**config.mk**
```make
export PLATFORM = sky130hd
export DESIGN_NAME = ccs_top
export DESIGN_NICKNAME = d
export VERILOG_FILES = /design/src/core/ccs_pkg.sv /design/src/core/ccs_timing_if.sv /design/src/core/ccs_phase_gen.sv /design/src/core/ccs_port.sv /design/src/core/ccs_top.sv
export VERILOG_INCLUDE_DIRS = /design/src /design/src/core
export SDC_FILE = /design/constraint.sdc
export NUM_CORES = 1
export LEC_CHECK = 0
export BUFFER_PORTS_ARGS = -buffer_cell sky130_fd_sc_hd__buf_4
export CORE_MARGIN = 2
export CORE_UTILIZATION = 35
export CTS_BUF_LIST = sky130_fd_sc_hd__clkbuf_8
export CTS_CLUSTER_SIZE = 12
export DETAILED_ROUTE_END_ITERATION = 8
export PLACE_DENSITY = 0.53
export SYNTH_ARGS = -nofsm -noshare
export SYNTH_HDL_FRONTEND = slang
export SYNTH_SLANG_ARGS = --single-unit
```
**constraint.sdc**
```tcl
create_clock -name clk_sys -period 8.3 [get_ports clk_sys]
set_clock_uncertainty 0.15 [all_clocks]
set_input_delay 1.245 -clock clk_sys [delete_from_list [all_inputs] [get_ports clk_sys]]
set_output_delay 1.245 -clock clk_sys [all_outputs]
set_load 0.1 [all_outputs]
```
**src/core/ccs_params.svh**
```systemverilog
// Constants for the cycle sequencer block
`ifndef CCS_PARAMS_SVH
`define CCS_PARAMS_SVH
// ************************************
// Timing
// ************************************
`define CCS_OSC_NS 10
`define CCS_PHASES 12
`define CCS_LAST 4'hb
`define CCS_S1P2 4'h1
`define CCS_S2P1 4'h2
`define CCS_S3P2 4'h5
`define CCS_S4P1 4'h6
`define CCS_S4P2 4'h7
`define CCS_S5P1 4'h8
`define CCS_S6P1 4'ha
`define CCS_SIG_END 4'h6
// ************************************
// Registers (word index)
// ************************************
`define CCS_R_CTRL 4'h0
`define CCS_R_STAT 4'h1
`define CCS_R_PSW 4'h2
`define CCS_R_ACC 4'h3
`define CCS_R_DPTR 4'h4
`define CCS_R_LATCH 4'h5
`define CCS_R_PIN 4'h6
`define CCS_R_PC 4'h7
`define CCS_PSW_RST 8'h00
`define CCS_PSW_WMASK 8'hfc
`define CCS_LATCH_RST 8'hff
// ************************************
// Opcodes
// ************************************
`define CCS_OP_MUL 8'ha4
`define CCS_OP_DIV 8'h84
`define CCS_EXTERNAL_DATA_MOVE_TOP 3'h7
`define CCS_CYC_MULDIV 3'h4
`define CCS_CYC_LONG 3'h2
`define CCS_CYC_ONE 3'h1
`endif

```
**src/core/ccs_pkg.sv**
```systemverilog
// Types for the cycle sequencer block
package ccs_pkg;
   typedef enum logic [2:0] {
      ccs_idle = 3'b001,
      ccs_exec = 3'b010,
      ccs_xmem = 3'b100
   } ccs_run_t;
endpackage

```
**src/core/ccs_timing_if.sv**
```systemverilog
// Phase and state timing shared inside the block
`timescale 1ns/1ps
interface ccs_timing_if (
   input wire logic clk
);
   logic [3:0] phase_idx;
   logic phase_one;
   logic [2:0] state_num;
   modport gen (output phase_idx, output phase_one, output state_num);
   modport mon (input phase_idx, input phase_one, input state_num);
endinterface

```
**src/core/ccs_phase_gen.sv**
```systemverilog
// Phase, state and machine cycle generator
`timescale 1ns/1ps
`include "ccs_params.svh"
module ccs_phase_gen (
   input wire logic clk_sys,
   input wire logic rst_b,
   ccs_timing_if.gen tim
);
   logic [3:0] idx_ff;
   // ************************************
   // Phase counter, one step per period
   // ************************************
   always_ff @(posedge clk_sys) begin
      if (!rst_b) begin
         idx_ff <= 4'h0;
      end else if (idx_ff == `CCS_LAST) begin
         idx_ff <= 4'h0;
      end else begin
         idx_ff <= idx_ff + 4'h1;
      end
   end
   assign tim.phase_idx = idx_ff;
   assign tim.phase_one = ~idx_ff[0];
   assign tim.state_num = idx_ff[3:1] + 3'h1;
endmodule

```
**src/core/ccs_port.sv**
```systemverilog
// One 8-bit port: latch, output stage, pin sampling
`timescale 1ns/1ps
`include "ccs_params.svh"
module ccs_port #(
   parameter int W = 8,
   parameter bit ONES_ON_BUS = 1'b0
) (
   input wire logic clk_sys,
   input wire logic rst_b,
   ccs_timing_if.mon tim,
   input wire logic latch_wr,
   input wire logic [W-1:0] wdata,
   input wire logic rd_pin,
   input wire logic bus_oe,
   input wire logic [W-1:0] bus_data,
   input wire logic [W-1:0] alt_out,
   input wire logic [W-1:0] pin_in,
   output logic [W-1:0] pin_out_ff,
   output logic [W-1:0] pin_oe_ff,
   output logic [W-1:0] pin_sync_ff,
   output logic [W-1:0] rd_value
);
   logic [W-1:0] latch_ff;
   logic [W-1:0] meta_ff;
   logic [W-1:0] nxt_out;
   // ************************************
   // Bit latches
   // ************************************
   always_ff @(posedge clk_sys) begin
      if (!rst_b) begin
         latch_ff <= {W{1'b1}};
      end else if (latch_wr) begin
         latch_ff <= wdata;
      end else if (ONES_ON_BUS && bus_oe) begin
         latch_ff <= {W{1'b1}};
      end
   end
   // ************************************
   // Pin sampling
   // ************************************
   always_ff @(posedge clk_sys) begin
      meta_ff <= pin_in;
      pin_sync_ff <= meta_ff;
   end
   assign rd_value = rd_pin ? pin_sync_ff : latch_ff;
   // ************************************
   // Output stage, latch seen in phase 1
   // ************************************
   always_comb begin
      nxt_out = pin_out_ff;
      if (bus_oe) begin
         nxt_out = bus_data;
      end else if (tim.phase_one) begin
         nxt_out = latch_ff & alt_out;
      end
   end
   always_ff @(posedge clk_sys) begin
      if (!rst_b) begin
         pin_out_ff <= {W{1'b1}};
         pin_oe_ff <= {W{1'b0}};
      end else begin
         pin_out_ff <= nxt_out;
         pin_oe_ff <= bus_oe ? {W{1'b1}} : ~nxt_out;
      end
   end
endmodule

```
**src/core/ccs_top.sv**
```systemverilog
// Cycle sequencer, fetch timing, port latches and status word
`timescale 1ns/1ps
`include "ccs_params.svh"
module ccs_top #(
   parameter bit HAS_TIMER2 = 1'b1
) (
   input wire logic clk_sys,
   input wire logic rst_b,
   input wire logic [3:0] avs_address,
   input wire logic avs_read,
   input wire logic avs_write,
   input wire logic [31:0] avs_writedata,
   input wire logic [3:0] avs_byteenable,
   output logic [31:0] avs_readdata,
   output logic avs_waitrequest,
   input wire logic [31:0] port_pin_in,
   output logic [31:0] port_pin_out,
   output logic [31:0] port_pin_oe,
   input wire logic serial_tx_level,
   output logic ale,
   output logic code_read_n,
   output logic [7:0] p3_alt_in,
   output logic [1:0] p1_alt_in
);
   ccs_timing_if tim (.clk(clk_sys));
   ccs_pkg::ccs_run_t st_ff, nxt_st;
   logic [3:0] idx;
   logic [3:0] nxt_idx;
   logic [1:0] cyc_ff, nxt_cyc;
   logic [2:0] ncyc_ff;
   logic run_ff, two_ff;
   logic [7:0] ir_ff, operand_ff, buf_a_ff, buf_b_ff;
   logic [15:0] pc_ff, fetch_cnt_ff, dptr_ff, code_addr;
   logic [7:0] acc_ff, psw_ff;
   logic wait_ff, ale_ff, psen_n_ff;
   logic [31:0] rdata_ff, rd_mux;
   logic req, take, wr_take;
   logic [1:0] fe_cur, fe_nxt;
   logic mv_addr, mv_sig, mv_wr, mv_wide;
   logic [3:0] bus_oe, latch_wr;
   logic [31:0] bus_data, alt_out, rd_value, pin_out, pin_oe, pin_sync;
   logic [4:0] bank_base;
   logic [4:0] op_dec;
   // ************************************
   // Helpers
   // ************************************
   function automatic logic in_win(input logic [3:0] i, input logic [3:0] lo,
                                   input logic [3:0] hi);
      in_win = (i >= lo) && (i <= hi);
   endfunction
   // {fetch at S1, fetch at S4}
   function automatic logic [1:0] fetch_en(input ccs_pkg::ccs_run_t s,
                                           input logic [1:0] c, input logic r);
      logic xm;
      xm = (s == ccs_pkg::ccs_xmem);
      fetch_en = {(s != ccs_pkg::ccs_idle) && !(xm && c == 2'h1),
                  r && !(xm && c == 2'h0)};
   endfunction
   // {external_data_move, two byte, cycles}
   function automatic logic [4:0] decode_op(input logic [7:0] op);
      logic mv;
      mv = (op[7:5] == `CCS_EXTERNAL_DATA_MOVE_TOP) && (op[3:0] == 4'h0 || op[3:1] == 3'h1);
      decode_op = {1'b0, 1'b0, `CCS_CYC_ONE};
      if (op == `CCS_OP_MUL || op == `CCS_OP_DIV) begin
         decode_op[2:0] = `CCS_CYC_MULDIV;
      end else if (mv) begin
         decode_op = {1'b1, 1'b0, `CCS_CYC_LONG};
      end else if (op[3:0] == 4'h3) begin
         decode_op[2:0] = `CCS_CYC_LONG;
      end else begin
         decode_op[3] = (op[3:0] == 4'h4) || (op[3:0] == 4'h5);
      end
   endfunction
   // ************************************
   // Timing
   // ************************************
   ccs_phase_gen u_gen (
      .clk_sys(clk_sys),
      .rst_b(rst_b),
      .tim(tim)
   );
   assign idx = tim.phase_idx;
   assign nxt_idx = (idx == `CCS_LAST) ? 4'h0 : idx + 4'h1;
   assign op_dec = decode_op(buf_b_ff);
   always_comb begin
      nxt_st = st_ff;
      nxt_cyc = cyc_ff;
      if (idx == `CCS_S1P2 && cyc_ff == 2'h0 && st_ff != ccs_pkg::ccs_idle) begin
         nxt_st = op_dec[4] ? ccs_pkg::ccs_xmem : ccs_pkg::ccs_exec;
      end
      if (idx == `CCS_LAST) begin
         if ({1'b0, cyc_ff} >= ncyc_ff - 3'h1) begin
            nxt_cyc = 2'h0;
            nxt_st = run_ff ? ccs_pkg::ccs_exec : ccs_pkg::ccs_idle;
         end else begin
            nxt_cyc = cyc_ff + 2'h1;
         end
      end
   end
   assign fe_cur = fetch_en(st_ff, cyc_ff, run_ff);
   assign fe_nxt = fetch_en(nxt_st, nxt_cyc, run_ff);
   // ************************************
   // Instruction sequencing
   // ************************************
   always_ff @(posedge clk_sys) begin
      if (!rst_b) begin
         st_ff <= ccs_pkg::ccs_idle;
         cyc_ff <= 2'h0;
      end else begin
         st_ff <= nxt_st;
         cyc_ff <= nxt_cyc;
      end
   end
   always_ff @(posedge clk_sys) begin
      if (!rst_b) begin
         ir_ff <= 8'h00;
         ncyc_ff <= `CCS_CYC_ONE;
         two_ff <= 1'b0;
         operand_ff <= 8'h00;
         pc_ff <= 16'h0000;
      end else if (idx == `CCS_S1P2 && cyc_ff == 2'h0 && st_ff != ccs_pkg::ccs_idle) begin
         ir_ff <= buf_b_ff;
         ncyc_ff <= op_dec[2:0];
         two_ff <= op_dec[3];
         pc_ff <= pc_ff + 16'h0001;
      end else if (idx == `CCS_S4P1 && cyc_ff == 2'h0 && st_ff != ccs_pkg::ccs_idle) begin
         if (two_ff) begin
            operand_ff <= buf_a_ff;
            pc_ff <= pc_ff + 16'h0001;
         end
      end
   end
   // ************************************
   // Code fetch capture
   // ************************************
   always_ff @(posedge clk_sys) begin
      if (!rst_b) begin
         buf_a_ff <= 8'h00;
         buf_b_ff <= 8'h00;
         fetch_cnt_ff <= 16'h0000;
      end else if (idx == `CCS_S3P2 && fe_cur[1]) begin
         buf_a_ff <= pin_sync[7:0];
         fetch_cnt_ff <= fetch_cnt_ff + 16'h0001;
      end else if (idx == `CCS_LAST && fe_cur[0]) begin
         buf_b_ff <= pin_sync[7:0];
         fetch_cnt_ff <= fetch_cnt_ff + 16'h0001;
      end
   end
   // ************************************
   // External bus timing
   // ************************************
   assign mv_addr = (nxt_st == ccs_pkg::ccs_xmem) && nxt_cyc == 2'h0;
   assign mv_sig = (nxt_st == ccs_pkg::ccs_xmem) && nxt_cyc == 2'h1;
   assign mv_wr = ir_ff[4];
   assign mv_wide = ~ir_ff[1];
   assign code_addr = pc_ff + {15'h0000, nxt_idx == `CCS_S1P2 && nxt_cyc == 2'h0};
   always_ff @(posedge clk_sys) begin
      if (!rst_b) begin
         ale_ff <= 1'b0;
         psen_n_ff <= 1'b1;
      end else begin
         ale_ff <= (in_win(nxt_idx, `CCS_S1P2, `CCS_S2P1) && fe_nxt[1]) ||
                   (in_win(nxt_idx, `CCS_S4P2, `CCS_S5P1) && (fe_nxt[0] || mv_addr));
         psen_n_ff <= !((in_win(nxt_idx, 4'h3, `CCS_S3P2) && fe_nxt[1]) ||
                        (in_win(nxt_idx, 4'h9, `CCS_LAST) && fe_nxt[0]));
      end
   end
   always_comb begin
      bus_oe = 4'h0;
      bus_data = 32'hffffffff;
      if (in_win(nxt_idx, `CCS_S4P2, `CCS_S5P1) && mv_addr) begin
         bus_oe[0] = 1'b1;
         bus_data[7:0] = dptr_ff[7:0];
      end else if ((in_win(nxt_idx, 4'h9, `CCS_LAST) && mv_addr ||
                    in_win(nxt_idx, 4'h0, `CCS_SIG_END) && mv_sig) && mv_wr) begin
         bus_oe[0] = 1'b1;
         bus_data[7:0] = acc_ff;
      end else if (in_win(nxt_idx, `CCS_S1P2, `CCS_S2P1) && fe_nxt[1] ||
                   in_win(nxt_idx, `CCS_S4P2, `CCS_S5P1) && fe_nxt[0]) begin
         bus_oe[0] = 1'b1;
         bus_data[7:0] = code_addr[7:0];
      end
      if ((in_win(nxt_idx, `CCS_S4P2, `CCS_LAST) && mv_addr ||
           in_win(nxt_idx, 4'h0, `CCS_SIG_END) && mv_sig) && mv_wide) begin
         bus_oe[2] = 1'b1;
         bus_data[23:16] = dptr_ff[15:8];
      end else if (in_win(nxt_idx, `CCS_S1P2, `CCS_S3P2) && fe_nxt[1] ||
                   in_win(nxt_idx, `CCS_S4P2, `CCS_LAST) && fe_nxt[0]) begin
         bus_oe[2] = 1'b1;
         bus_data[23:16] = code_addr[15:8];
      end
   end
   // Port 3: rx, tx, external_interrupt_zero, external_interrupt_one, t0, t1, write strobe, read strobe
   always_comb begin
      alt_out = 32'hffffffff;
      alt_out[25] = serial_tx_level;
      if (st_ff == ccs_pkg::ccs_xmem && cyc_ff == 2'h1 && idx <= `CCS_S3P2) begin
         alt_out[30] = ~mv_wr;
         alt_out[31] = mv_wr;
      end
   end
   // ************************************
   // Ports
   // ************************************
   generate
      for (genvar k = 0; k < 4; k++) begin : g_port
         ccs_port #(.W(8), .ONES_ON_BUS(k == 0)) u_port (
            .clk_sys(clk_sys),
            .rst_b(rst_b),
            .tim(tim),
            .latch_wr(latch_wr[k]),
            .wdata(avs_writedata[8*k+7:8*k]),
            .rd_pin(avs_address == `CCS_R_PIN),
            .bus_oe(bus_oe[k]),
            .bus_data(bus_data[8*k+7:8*k]),
            .alt_out(alt_out[8*k+7:8*k]),
            .pin_in(port_pin_in[8*k+7:8*k]),
            .pin_out_ff(pin_out[8*k+7:8*k]),
            .pin_oe_ff(pin_oe[8*k+7:8*k]),
            .pin_sync_ff(pin_sync[8*k+7:8*k]),
            .rd_value(rd_value[8*k+7:8*k])
         );
         assign latch_wr[k] = wr_take && avs_address == `CCS_R_LATCH && avs_byteenable[k];
      end
   endgenerate
   assign port_pin_out = pin_out;
   assign port_pin_oe = pin_oe;
   assign p3_alt_in = pin_sync[31:24];
   assign p1_alt_in = HAS_TIMER2 ? pin_sync[9:8] : 2'h0;
   // ************************************
   // Data path and status word
   // ************************************
   assign bank_base = {psw_ff[4:3], 3'h0};
   always_ff @(posedge clk_sys) begin
      if (!rst_b) begin
         acc_ff <= 8'h00;
      end else if (st_ff == ccs_pkg::ccs_xmem && cyc_ff == 2'h1 && idx == `CCS_S3P2 &&
                   !mv_wr) begin
         acc_ff <= pin_sync[7:0];
      end else if (wr_take && avs_address == `CCS_R_ACC && avs_byteenable[0]) begin
         acc_ff <= avs_writedata[7:0];
      end
   end
   always_ff @(posedge clk_sys) begin
      if (!rst_b) begin
         psw_ff <= `CCS_PSW_RST;
      end else begin
         if (wr_take && avs_address == `CCS_R_PSW && avs_byteenable[0]) begin
            psw_ff[7:2] <= avs_writedata[7:2];
         end
         if (idx == `CCS_S6P1) begin
            psw_ff[0] <= ^acc_ff;
         end
      end
   end
   // ************************************
   // Register bus
   // ************************************
   assign req = avs_read | avs_write;
   assign take = req && !wait_ff;
   assign wr_take = take && avs_write;
   always_comb begin
      case (avs_address)
         `CCS_R_CTRL: rd_mux = {31'h0, run_ff};
         `CCS_R_STAT: rd_mux = {4'h0, bank_base, ir_ff, 3'h0, st_ff, cyc_ff,
                                tim.state_num, idx};
         `CCS_R_PSW: rd_mux = {24'h0, (psw_ff & `CCS_PSW_WMASK) | {7'h00, psw_ff[0]}};
         `CCS_R_ACC: rd_mux = {16'h0, operand_ff, acc_ff};
         `CCS_R_DPTR: rd_mux = {16'h0, dptr_ff};
         `CCS_R_LATCH, `CCS_R_PIN: rd_mux = rd_value;
         `CCS_R_PC: rd_mux = {fetch_cnt_ff, pc_ff};
         default: rd_mux = 32'h0;
      endcase
   end
   always_ff @(posedge clk_sys) begin
      if (!rst_b) begin
         wait_ff <= 1'b1;
         rdata_ff <= 32'h0;
      end else begin
         wait_ff <= !(req && wait_ff);
         if (avs_read && wait_ff) begin
            rdata_ff <= rd_mux;
         end
      end
   end
   always_ff @(posedge clk_sys) begin
      if (!rst_b) begin
         run_ff <= 1'b0;
         dptr_ff <= 16'h0;
      end else if (wr_take && avs_address == `CCS_R_CTRL && avs_byteenable[0]) begin
         run_ff <= avs_writedata[0];
      end else if (wr_take && avs_address == `CCS_R_DPTR) begin
         dptr_ff <= avs_writedata[15:0];
      end
   end
   assign avs_readdata = rdata_ff;
   assign avs_waitrequest = wait_ff;
   assign ale = ale_ff;
   assign code_read_n = psen_n_ff;
endmodule

```
==> flow_summary.ini, run 1 <==
[run_status]
status = complete, no violations

[die]
die_h_microns = 191
num_rows = 68
core-area_sq_um = 34500
fp.dieW_microns = 191
dieArea_sq_um = 36500
initial_core_util_pct = 35.5
ios = 186

[timing]
period_share_pct = 53.2
setup_tns_ns = 0
whs_ns = 0.172
finalSetupViolCount = 0
slew_headroom_pct = 31.1
grt_setup_unrepaired = no
fmax_mhz = 226
final.min_clock_period_ns = 4.42
hold_viol = 0
tightest_slew_ns = 1.03
drv_slew = 0

[cells_and_area]
layout-drive-gt1-share_pct = 23.1
nets = 1538
syn_to_final_growth_pct = 22.3
final_cell_count_no_fill = 1937
n_antenna_cell = 0
fin_util_pct = 43.4

[hold_path]
hold_class = reg2reg
whs_path_depth = 0
hold_start = g_port[3].u_port.meta_ff[0]$_DFF_P_
min_to = g_port[3].u_port.pin_sync_ff[0]$_DFF_P_

[placed_design]
dp_cells = 1846
dp_hpwl_microns = 27800
gp_congestion = 0.824
portBuffers = 185

[clock_tree]
clk_latency_ns = 0.61
holdBufCountCts = 0
cts_max_level = 2
cts_resized = 0
cts.path.max_buffers = 3
cts_tree = done
post_cts_buffers = 0
cts_buffers = 52
cts-root-buf = clkbuf_8
clk_pin_slew_ns = 0.06
numClockSinks = 304

[critical_path]
end_kind = register
worstSetupStartpointType = register
r2r_setup_slack_ns = 3.88
required_ns = 8.63
cp_max_fo = 16
critical_path.slowest_cell = nor3_1
cp_top_family = simple AND/OR/NAND/NOR gates
path_buf_inv = 0
slowest_delay_ns = 0.64
crit_arrival_ns = 4.75
r2r_start = u_gen.tim.phase_idx[1]$_SDFF_PN0_
worstSetupPathType = reg2reg
rr_endpoint = g_port[2].u_port.pin_out_ff[7]$_SDFF_PN1_
reg2regPathDepth = 13
cp_cell_sequence = ha_1 -> nand3b_2 -> o31ai_1 -> nor2_1 -> nor3_1 -> ha_1 -> nand3_1 -> nor3_1 -> nand2_1 -> or2_2 -> xnor2_1 -> mux2i_1 -> o21ai_2

[yosys]
syn_area_sq_um = 12200
synth-edff-count = 0
yosysTopAreaCellShare_pct = 49.8
synthArstFlopShare_pct = 0
ys.flop_type = dfxtp_1
ys_ff_latch = 304
ys_warn_count = 0
ys_seq_area_share_pct = 49.8
synth_largest_area_cell = dfxtp_1
yosysUniqueCellTypes = 78
synth_area_per_cell_sq_um = 9.56
synthCells = 1279
synth.net_count = 1372
synth.area.top_cells = dfxtp_1, mux2i_1, nand2_1, nor2_1, mux2_2

[route]
vias = 10100
drt_wl_total_microns = 39100
drc = 0
drtIter0Drc = 768
drtPass1Iterations = 6
wl_per_cell_microns = 20.2
viasPerCell = 5.20
drtAntennaViolNets = 0

[pwr]
cellLeakagePower_nw = 5.96
ir_drop_uv = 109
finalPower_mw = 3.16
p_per_area_nw_per_um2 = 211

[global_routing]
grt_pass1_wl_microns = 59100
antenna_found_initial = 0
grt_pass1_vias = 9816
grt_max_degree = 94
grtUsageTotal_pct = 21.2
grt_overflow = 0

[job]
cap_violations = 0
metrics by stage:
stage / setup WS (ns) / cell area, sq um
2_1_floorplan: 5.03 / 12200
3_3_place_gp: 4.07 / 13900
3_5_place_dp: 3.97 / 13900
4_1_cts: 3.92 / 15000
5_1_grt: 3.52 / 15000
6_report: 3.88 / 15000
power breakdown:
part           switching, mW  total (mW)  internal (mW)
Sequential            0.0242        1.52           1.49
Clock                  0.620        1.35          0.725
Combinational          0.214       0.295         0.0809
Total                  0.859        3.16           2.30
state kept, by name (all words and copies together) (netlist names), 16 cells and up:
signal                     cells
g_port.u_port.meta_ff         32
fetch_cnt_ff                  16
g_port.u_port.latch_ff        32
pc_ff                         16
g_port.u_port.pin_oe_ff       32
g_port.u_port.pin_out_ff      32
g_port.u_port.pin_sync_ff     32
avs_readdata                  32
dptr_ff                       16
cells by family (layout without fill, tap and decap cells):
kind of cell | Yosys count | in the layout | synth area share [%]
xor gates and xnor gates | 51 | 51 | 3.65
DFF | 304 | 304 | 49.8
AOI/OAI and AO/OA | 279 | 279 | 17.1
and+or+nand+nor | 408 | 408 | 15.2
muxes | 98 | 98 | 8.29
adders and majority gates | 16 | 16 | 1.64
buffers and inverters | 123 | 326 | 4.34
worst max path at each step:
| stage | cells after the start | from | slack [ns] | endpoint |
|---|---|---|---|---|
| 3_3_place_gp | 13 | u_gen.tim.phase_idx[1]$_SDFF_PN0_ | 4.07 | g_port[2].u_port.pin_out_ff[7]$_SDFF_PN1_ |
| 6_report | 13 | u_gen.tim.phase_idx[1]$_SDFF_PN0_ | 3.88 | g_port[2].u_port.pin_out_ff[7]$_SDFF_PN1_ |
| 5_1_grt | 13 | u_gen.tim.phase_idx[1]$_SDFF_PN0_ | 3.52 | g_port[2].u_port.pin_out_ff[7]$_SDFF_PN1_ |
| 3_5_place_dp | 13 | u_gen.tim.phase_idx[1]$_SDFF_PN0_ | 3.97 | g_port[2].u_port.pin_out_ff[7]$_SDFF_PN1_ |
| 4_1_cts | 13 | u_gen.tim.phase_idx[1]$_SDFF_PN0_ | 3.92 | g_port[2].u_port.pin_out_ff[7]$_SDFF_PN1_ |
| 2_1_floorplan | 13 | cyc_ff[0]$_SDFF_PN0_ | 5.03 | g_port[2].u_port.pin_out_ff[7]$_SDFF_PN1_ |
metal layers:
layer	wire length, microns	GRT usage [%]	vias up
met5	0	0	-
met4	1130	7.45	0
met3	2490	3.40	75
met2	17800	33.3	362
met1	17700	29.5	4789
li1	-	-	4846
Yosys cell counts (7+ instances only):
master and instances:
a211oi_1 12, a21oi_1 54, a221oi_1 23, a22o_1 14, a22oi_1 33, a31oi_1 16, a41oi_2 7, and2_1 10
and3_1 11, clkbuf_1 67, dfxtp_1 304, ha_1 16, inv_1 33, mux2_2 26, mux2i_1 72, nand2_1 147
nand2b_1 9, nand3_1 48, nand4_1 10, nor2_1 122, nor2b_1 10, nor3_1 11, o21a_1 9, o21ai_0 50
o21ai_2 8, o22a_1 8, or3_1 7, xnor2_1 32, xor2_1 19
worst reg2reg max path, cell delays in order, from the launching register on:
cell and delay [ns]:
dfxtp_1 0.44, ha_1 0.55, nand3b_2 0.26, o31ai_1 0.45, nor2_1 0.17, nor3_1 0.34, ha_1 0.25, nand3_1 0.16
nor3_1 0.64, nand2_1 0.18, or2_2 0.34, xnor2_1 0.12, mux2i_1 0.17, o21ai_2 0.06
layout make-up:
cell class | count | area [sq um]
tap | 455 | 569
clock inverter | 27 | 150
sequential | 304 | 6090
inverter | 34 | 130
clock buffer | 64 | 881
multi-input combinational | 852 | 5630
timing repair buffer | 201 | 1510
fill | 3461 | 19500
cells in the final DEF, fill, tap and decap left out, types with 11 or more instances in the layout:
master / count
nor2_1: 122
a22oi_1: 33
o21ai_0: 50
nand2_1: 147
a22o_1: 14
a221oi_1: 23
mux2_2: 26
inv_1: 51
xnor2_1: 32
ha_1: 16
a21oi_1: 54
buf_4: 201
dfxtp_1: 303
and3_1: 11
a31oi_1: 16
nand3_1: 48
xor2_1: 19
mux2i_1: 72
a211oi_1: 12
clkbuf_8: 64
Note: power is estimated with default switching activity, not from simulation.
==> run 2, diff against run 1 <==
==> constraint.sdc (replaced) <==
create_clock -name clk_sys -period 4.2 [get_ports clk_sys]
set_clock_uncertainty 0.15 [all_clocks]
set_input_delay 0.63 -clock clk_sys [delete_from_list [all_inputs] [get_ports clk_sys]]
set_output_delay 0.63 -clock clk_sys [all_outputs]
set_load 0.1 [all_outputs]
==> flow_summary.ini, run 2 (same netlist as run 1, synthesis figures left out) <==
[timing]
final.min_clock_period_ns = 3.64
fin_ws_ns = 0.557
finalSetupViolCount = 0
slew_headroom_pct = 38.6
setup_tns_ns = 0
grt_setup_unrepaired = no
drv_slew = 0
hold_viol = 0
period_share_pct = 86.7
fmax_mhz = 275
tightest_slew_ns = 0.920

[global_routing]
grt_pass1_wl_microns = 60400
grtUsageTotal_pct = 21.8
antenna_found_initial = 0
grt_overflow = 0
grt_max_degree = 55
grt_pass1_vias = 9968

[route]
drtPass1Iterations = 5
drt_wl_total_microns = 40500
viasPerCell = 5.20
drc = 0
drtIter0Drc = 754
drtAntennaViolNets = 0
wl_per_cell_microns = 20.3
vias = 10400

[pwr]
p_int_mw = 4.60
finalPower_mw = 6.31
power_frac_comb_pct = 9.8
p_per_area_nw_per_um2 = 408
switching_power_mw = 1.71
pwr-share-clk_pct = 42.7
swShare_pct = 27.1
ir_drop_uv = 223
cellLeakagePower_nw = 6.22
sequentialPowerShare_pct = 47.5

[die]
core-area_sq_um = 34500
fp.dieW_microns = 191
initial_core_util_pct = 35.5
num_rows = 68
dieArea_sq_um = 36500
ios = 186
die_h_microns = 191

[hold_path]
min_to = g_port[1].u_port.latch_ff[1]$_SDFFE_PN1P_
hold_start = avs_writedata[9]
whs_path_depth = 3
hold_class = in2reg

[critical_path]
required_ns = 4.52
r2r_setup_slack_ns = 0.56
cp_max_fo = 7
r2r_start = cyc_ff[0]$_SDFF_PN0_
worstSetupPathType = reg2reg
reg2regPathDepth = 14
worstSetupStartpointType = register
crit_arrival_ns = 3.97
end_kind = register
rr_endpoint = g_port[2].u_port.pin_out_ff[7]$_SDFF_PN1_

[placed_design]
place_area_sq_um = 14100
dp_hpwl_microns = 29400
gp_congestion = 0.879
post-place-ws_ns = 0.561
dp_cells = 1865
portBuffers = 185

[cells_and_area]
nets = 1589
layout-drive-gt1-share_pct = 23.5
layout_commonest_cell = dfxtp_1
n_antenna_cell = 0
final_cell_count_no_fill = 1994
postLayoutCellArea_sq_um = 15500
final_cell_mix = dfxtp_1, buf_4, nand2_1, nor2_1, mux2i_1
syn_to_final_growth_pct = 26.4

[clock_tree]
cts_tree = done
post_cts_buffers = 0
cts_resized = 0
cts.path.max_buffers = 3
cts-root-buf = clkbuf_8
cts_buffers = 52
clk_pin_slew_ns = 0.06
clk_latency_ns = 0.61
holdBufCountCts = 32
cts_max_level = 2
numClockSinks = 304

[run_status]
status = complete, no violations

[job]
cap_violations = 0
## run 2: cell type report
class	count	area, sq um
clock inverters	32	179
clock buffers	65	895
multi-input cells	852	5630
flip-flops and latches	304	6090
fillers	3378	19000
repair buffers	252	1970
well taps	455	569
inverters	34	130
## run 2: power groups by stage
stage	clock network [mW]	logic, mW	registers, mW
2_1_floorplan	0	0.185	3.25
3_3_place_gp	0	0.593	3.06
3_5_place_dp	0	0.593	3.06
4_1_cts	2.77	0.618	3.00
5_1_grt	2.89	0.650	3.00
6_report	2.70	0.618	3.00
## run 2: metrics by stage
stage	util, %	hold WS, ns
after global routing	44.9	0.0840
after floorplan	-	0.160
after global placement	40.8	0.161
final	44.9	0.100
after detailed placement	40.8	0.162
after CTS	44.9	0.0644
## run 2: how the worst max path moves through the flow
stage / startpoint / end / slack [ns] / cells after the start
after floorplan: cyc_ff[0]$_SDFF_PN0_ / g_port[2].u_port.pin_out_ff[7]$_SDFF_PN1_ / 0.93 / 13
after global placement: u_gen.tim.phase_idx[2]$_SDFF_PN0_ / g_port[2].u_port.pin_out_ff[7]$_SDFF_PN1_ / 0.62 / 13
after detailed placement: u_gen.tim.phase_idx[2]$_SDFF_PN0_ / g_port[2].u_port.pin_out_ff[7]$_SDFF_PN1_ / 0.56 / 13
after CTS: u_gen.tim.phase_idx[2]$_SDFF_PN0_ / g_port[2].u_port.pin_out_ff[7]$_SDFF_PN1_ / 0.58 / 13
after global routing: u_gen.tim.phase_idx[2]$_SDFF_PN0_ / g_port[2].u_port.pin_out_ff[7]$_SDFF_PN1_ / 0.19 / 13
final: cyc_ff[0]$_SDFF_PN0_ / g_port[2].u_port.pin_out_ff[7]$_SDFF_PN1_ / 0.56 / 14
## run 2: metal layers
metal	wire (microns)	GRT usage, %	up-vias
met2	18300	34.0	356
li1	-	-	4947
met1	18600	30.4	5003
met5	0	0	-
met3	2580	3.76	59
met4	1060	7.19	0
## run 2: critical path: stages (launching register included)
cell     delay, ns
dfxtp_1       0.43
inv_1         0.13
ha_1          0.34
o31ai_1       0.47
nor2_1        0.18
nor3_1        0.31
ha_1          0.25
nand3_1       0.15
nor3_1        0.22
buf_4         0.17
nand2_1       0.08
or2_2         0.32
xnor2_1       0.12
mux2i_1       0.16
o21ai_2       0.06
==> run 3, diff against run 2 <==
--- a/config.mk
+++ b/config.mk
@@ -6,13 +6,13 @@
 export SDC_FILE = /design/constraint.sdc
 export NUM_CORES = 1
 export LEC_CHECK = 0
-export BUFFER_PORTS_ARGS = -buffer_cell sky130_fd_sc_hd__buf_4
 export CORE_MARGIN = 2
 export CORE_UTILIZATION = 35
 export CTS_BUF_LIST = sky130_fd_sc_hd__clkbuf_8
 export CTS_CLUSTER_SIZE = 12
 export DETAILED_ROUTE_END_ITERATION = 8
-export PLACE_DENSITY = 0.53
+export DONT_BUFFER_PORTS = 1
+export PLACE_DENSITY = 0.48
 export SYNTH_ARGS = -nofsm -noshare
 export SYNTH_HDL_FRONTEND = slang
 export SYNTH_SLANG_ARGS = --single-unit
==> constraint.sdc (replaced) <==
create_clock -name clk_sys -period 3.9 [get_ports clk_sys]
set_clock_uncertainty 0.15 [all_clocks]
set_input_delay 0.585 -clock clk_sys [delete_from_list [all_inputs] [get_ports clk_sys]]
set_output_delay 0.585 -clock clk_sys [all_outputs]
set_load 0.1 [all_outputs]
==> flow_summary.ini, run 3 (same netlist as run 1, synthesis figures left out) <==
[route]
drtAntennaViolNets = 0
drtPass1Iterations = 5
drt_wl_total_microns = 41500
drc = 0
drtIter0Drc = 757
wl_per_cell_microns = 22.4
viasPerCell = 5.31
vias = 9824

[critical_path]
end_kind = register
slowest_delay_ns = 0.44
cp_max_fo = 7
cp_top_family = simple AND/OR/NAND/NOR gates
required_ns = 4.27
cp_cell_sequence = inv_1 -> ha_1 -> o31ai_2 -> nor2_1 -> nor3_1 -> ha_1 -> nand3_1 -> nor3_1 -> nand2_1 -> or2_2 -> xnor2_1 -> mux2i_1 -> o21ai_2
worstSetupPathType = reg2reg
reg2regPathDepth = 13
crit_arrival_ns = 3.94
r2r_setup_slack_ns = 0.32
rr_endpoint = g_port[2].u_port.pin_out_ff[7]$_SDFF_PN1_
path_buf_inv = 1
critical_path.slowest_cell = dfxtp_1
r2r_start = cyc_ff[0]$_SDFF_PN0_
worstSetupStartpointType = register

[die]
dieArea_sq_um = 36500
fp.dieW_microns = 191
ios = 186
core-area_sq_um = 34500
die_h_microns = 191
num_rows = 68
initial_core_util_pct = 35.5

[timing]
slew_headroom_pct = 26.2
drv_slew = 0
final.min_clock_period_ns = 3.58
period_share_pct = 91.7
finalSetupViolCount = 0
fmax_mhz = 280
grt_setup_unrepaired = no
whs_ns = 0.0343
setup_tns_ns = 0
hold_viol = 0
tightest_slew_ns = 1.11

[global_routing]
grtUsageTotal_pct = 22.5
grt_max_degree = 76
grt_overflow = 0
antenna_found_initial = 0
grt_pass1_wl_microns = 60500
grt_pass1_vias = 9433

[cells_and_area]
final_cell_mix = dfxtp_1, nand2_1, nor2_1, mux2i_1
syn_to_final_growth_pct = 19.0
layout_commonest_cell = dfxtp_1
nets = 1448
fill_cells = 3422
layout-drive-gt1-share_pct = 13.7
register_area_sq_um = 6090
multi_input_area_sq_um = 5640
n_antenna_cell = 0

[pwr]
p_per_area_nw_per_um2 = 469
cellLeakagePower_nw = 5.52
ir_drop_uv = 265

[clock_tree]
cts_tree = done
clk_pin_slew_ns = 0.06
cts_max_level = 2
cts.path.max_buffers = 3
numClockSinks = 304
cts-root-buf = clkbuf_8
clk_latency_ns = 0.64
post_cts_buffers = 0
cts_buffers = 54

[placed_design]
dp_hpwl_microns = 29400
portBuffers = 0
gp_congestion = 0.897

[hold_path]
hold_start = rst_b
min_to = code_read_n$_SDFF_PN1_
whs_path_depth = 1
hold_class = in2reg

[job]
cap_violations = 0

[run_status]
status = complete, no violations
==> run 3: power by group <==
group          internal (mW)  switching (mW)
clock network           1.66            1.35
registers               3.18           0.289
logic                  0.141           0.205
total                   4.98            1.85
==> run 3: layer usage <==
layer	track usage (%)	vias up	wire length, microns	share of wire [%]
met4	8.14	0	1170	2.8
met5	0	-	0	0
met2	35.6	328	19200	46
met3	5.21	68	2690	6.5
li1	-	4676	-	-
met1	29.8	4752	18500	45
==> run 3: worst reg2reg max path: stages, from the launching register on <==
cell and delay (ns):
dfxtp_1 0.44, inv_1 0.15, ha_1 0.37, o31ai_2 0.40, nor2_1 0.17, nor3_1 0.25
ha_1 0.22, nand3_1 0.15, nor3_1 0.38, nand2_1 0.13, or2_2 0.32, xnor2_1 0.12
mux2i_1 0.17, o21ai_2 0.06
==> run 3: what timing repair did <==
| action | 4_1_cts | 5_1_grt |
|---|---|---|
| hold buffers | 67 | 0 |
| hold endpoints to repair | 152 | 0 |
| gates resized for setup | 0 | 1 |
| endpoints found under the setup margin | 0 | 1 |
==> run 3: per-stage QoR <==
stage          worst slack, ns  power [mW]  instances  area (sq um)  utilization, %
6_report                 0.322        6.82       1851         14600            42.2
5_1_grt                 0.0537        7.08       1851         14600            42.2
4_1_cts                  0.195        6.91       1851         14500            42.2
3_5_place_dp             0.218        3.80       1687         12800            37.0
3_3_place_gp             0.300        3.80       1687         12800            37.0
2_1_floorplan            0.631        3.70       1279         12200               -
==> run 3: worst max path at each step <==
stage / from / cells past startpoint / slack, ns / endpoint
2_1_floorplan: cyc_ff[0]$_SDFF_PN0_ / 13 / 0.63 / g_port[2].u_port.pin_out_ff[7]$_SDFF_PN1_
3_3_place_gp: cyc_ff[0]$_SDFF_PN0_ / 13 / 0.30 / g_port[2].u_port.pin_out_ff[7]$_SDFF_PN1_
3_5_place_dp: cyc_ff[0]$_SDFF_PN0_ / 13 / 0.22 / g_port[2].u_port.pin_out_ff[7]$_SDFF_PN1_
4_1_cts: cyc_ff[0]$_SDFF_PN0_ / 13 / 0.19 / g_port[2].u_port.pin_out_ff[7]$_SDFF_PN1_
5_1_grt: cyc_ff[0]$_SDFF_PN0_ / 15 / 0.05 / g_port[2].u_port.pin_out_ff[7]$_SDFF_PN1_
6_report: cyc_ff[0]$_SDFF_PN0_ / 13 / 0.32 / g_port[2].u_port.pin_out_ff[7]$_SDFF_PN1_
==> run 3: cell type report <==
type	instances	area share (%)
timing repair buffer	109	7.07
multi-input combinational	852	38.7
clock inverter	31	1.32
tap	455	3.91
clock buffer	66	6.24
inverter	34	0.894
sequential	304	41.8
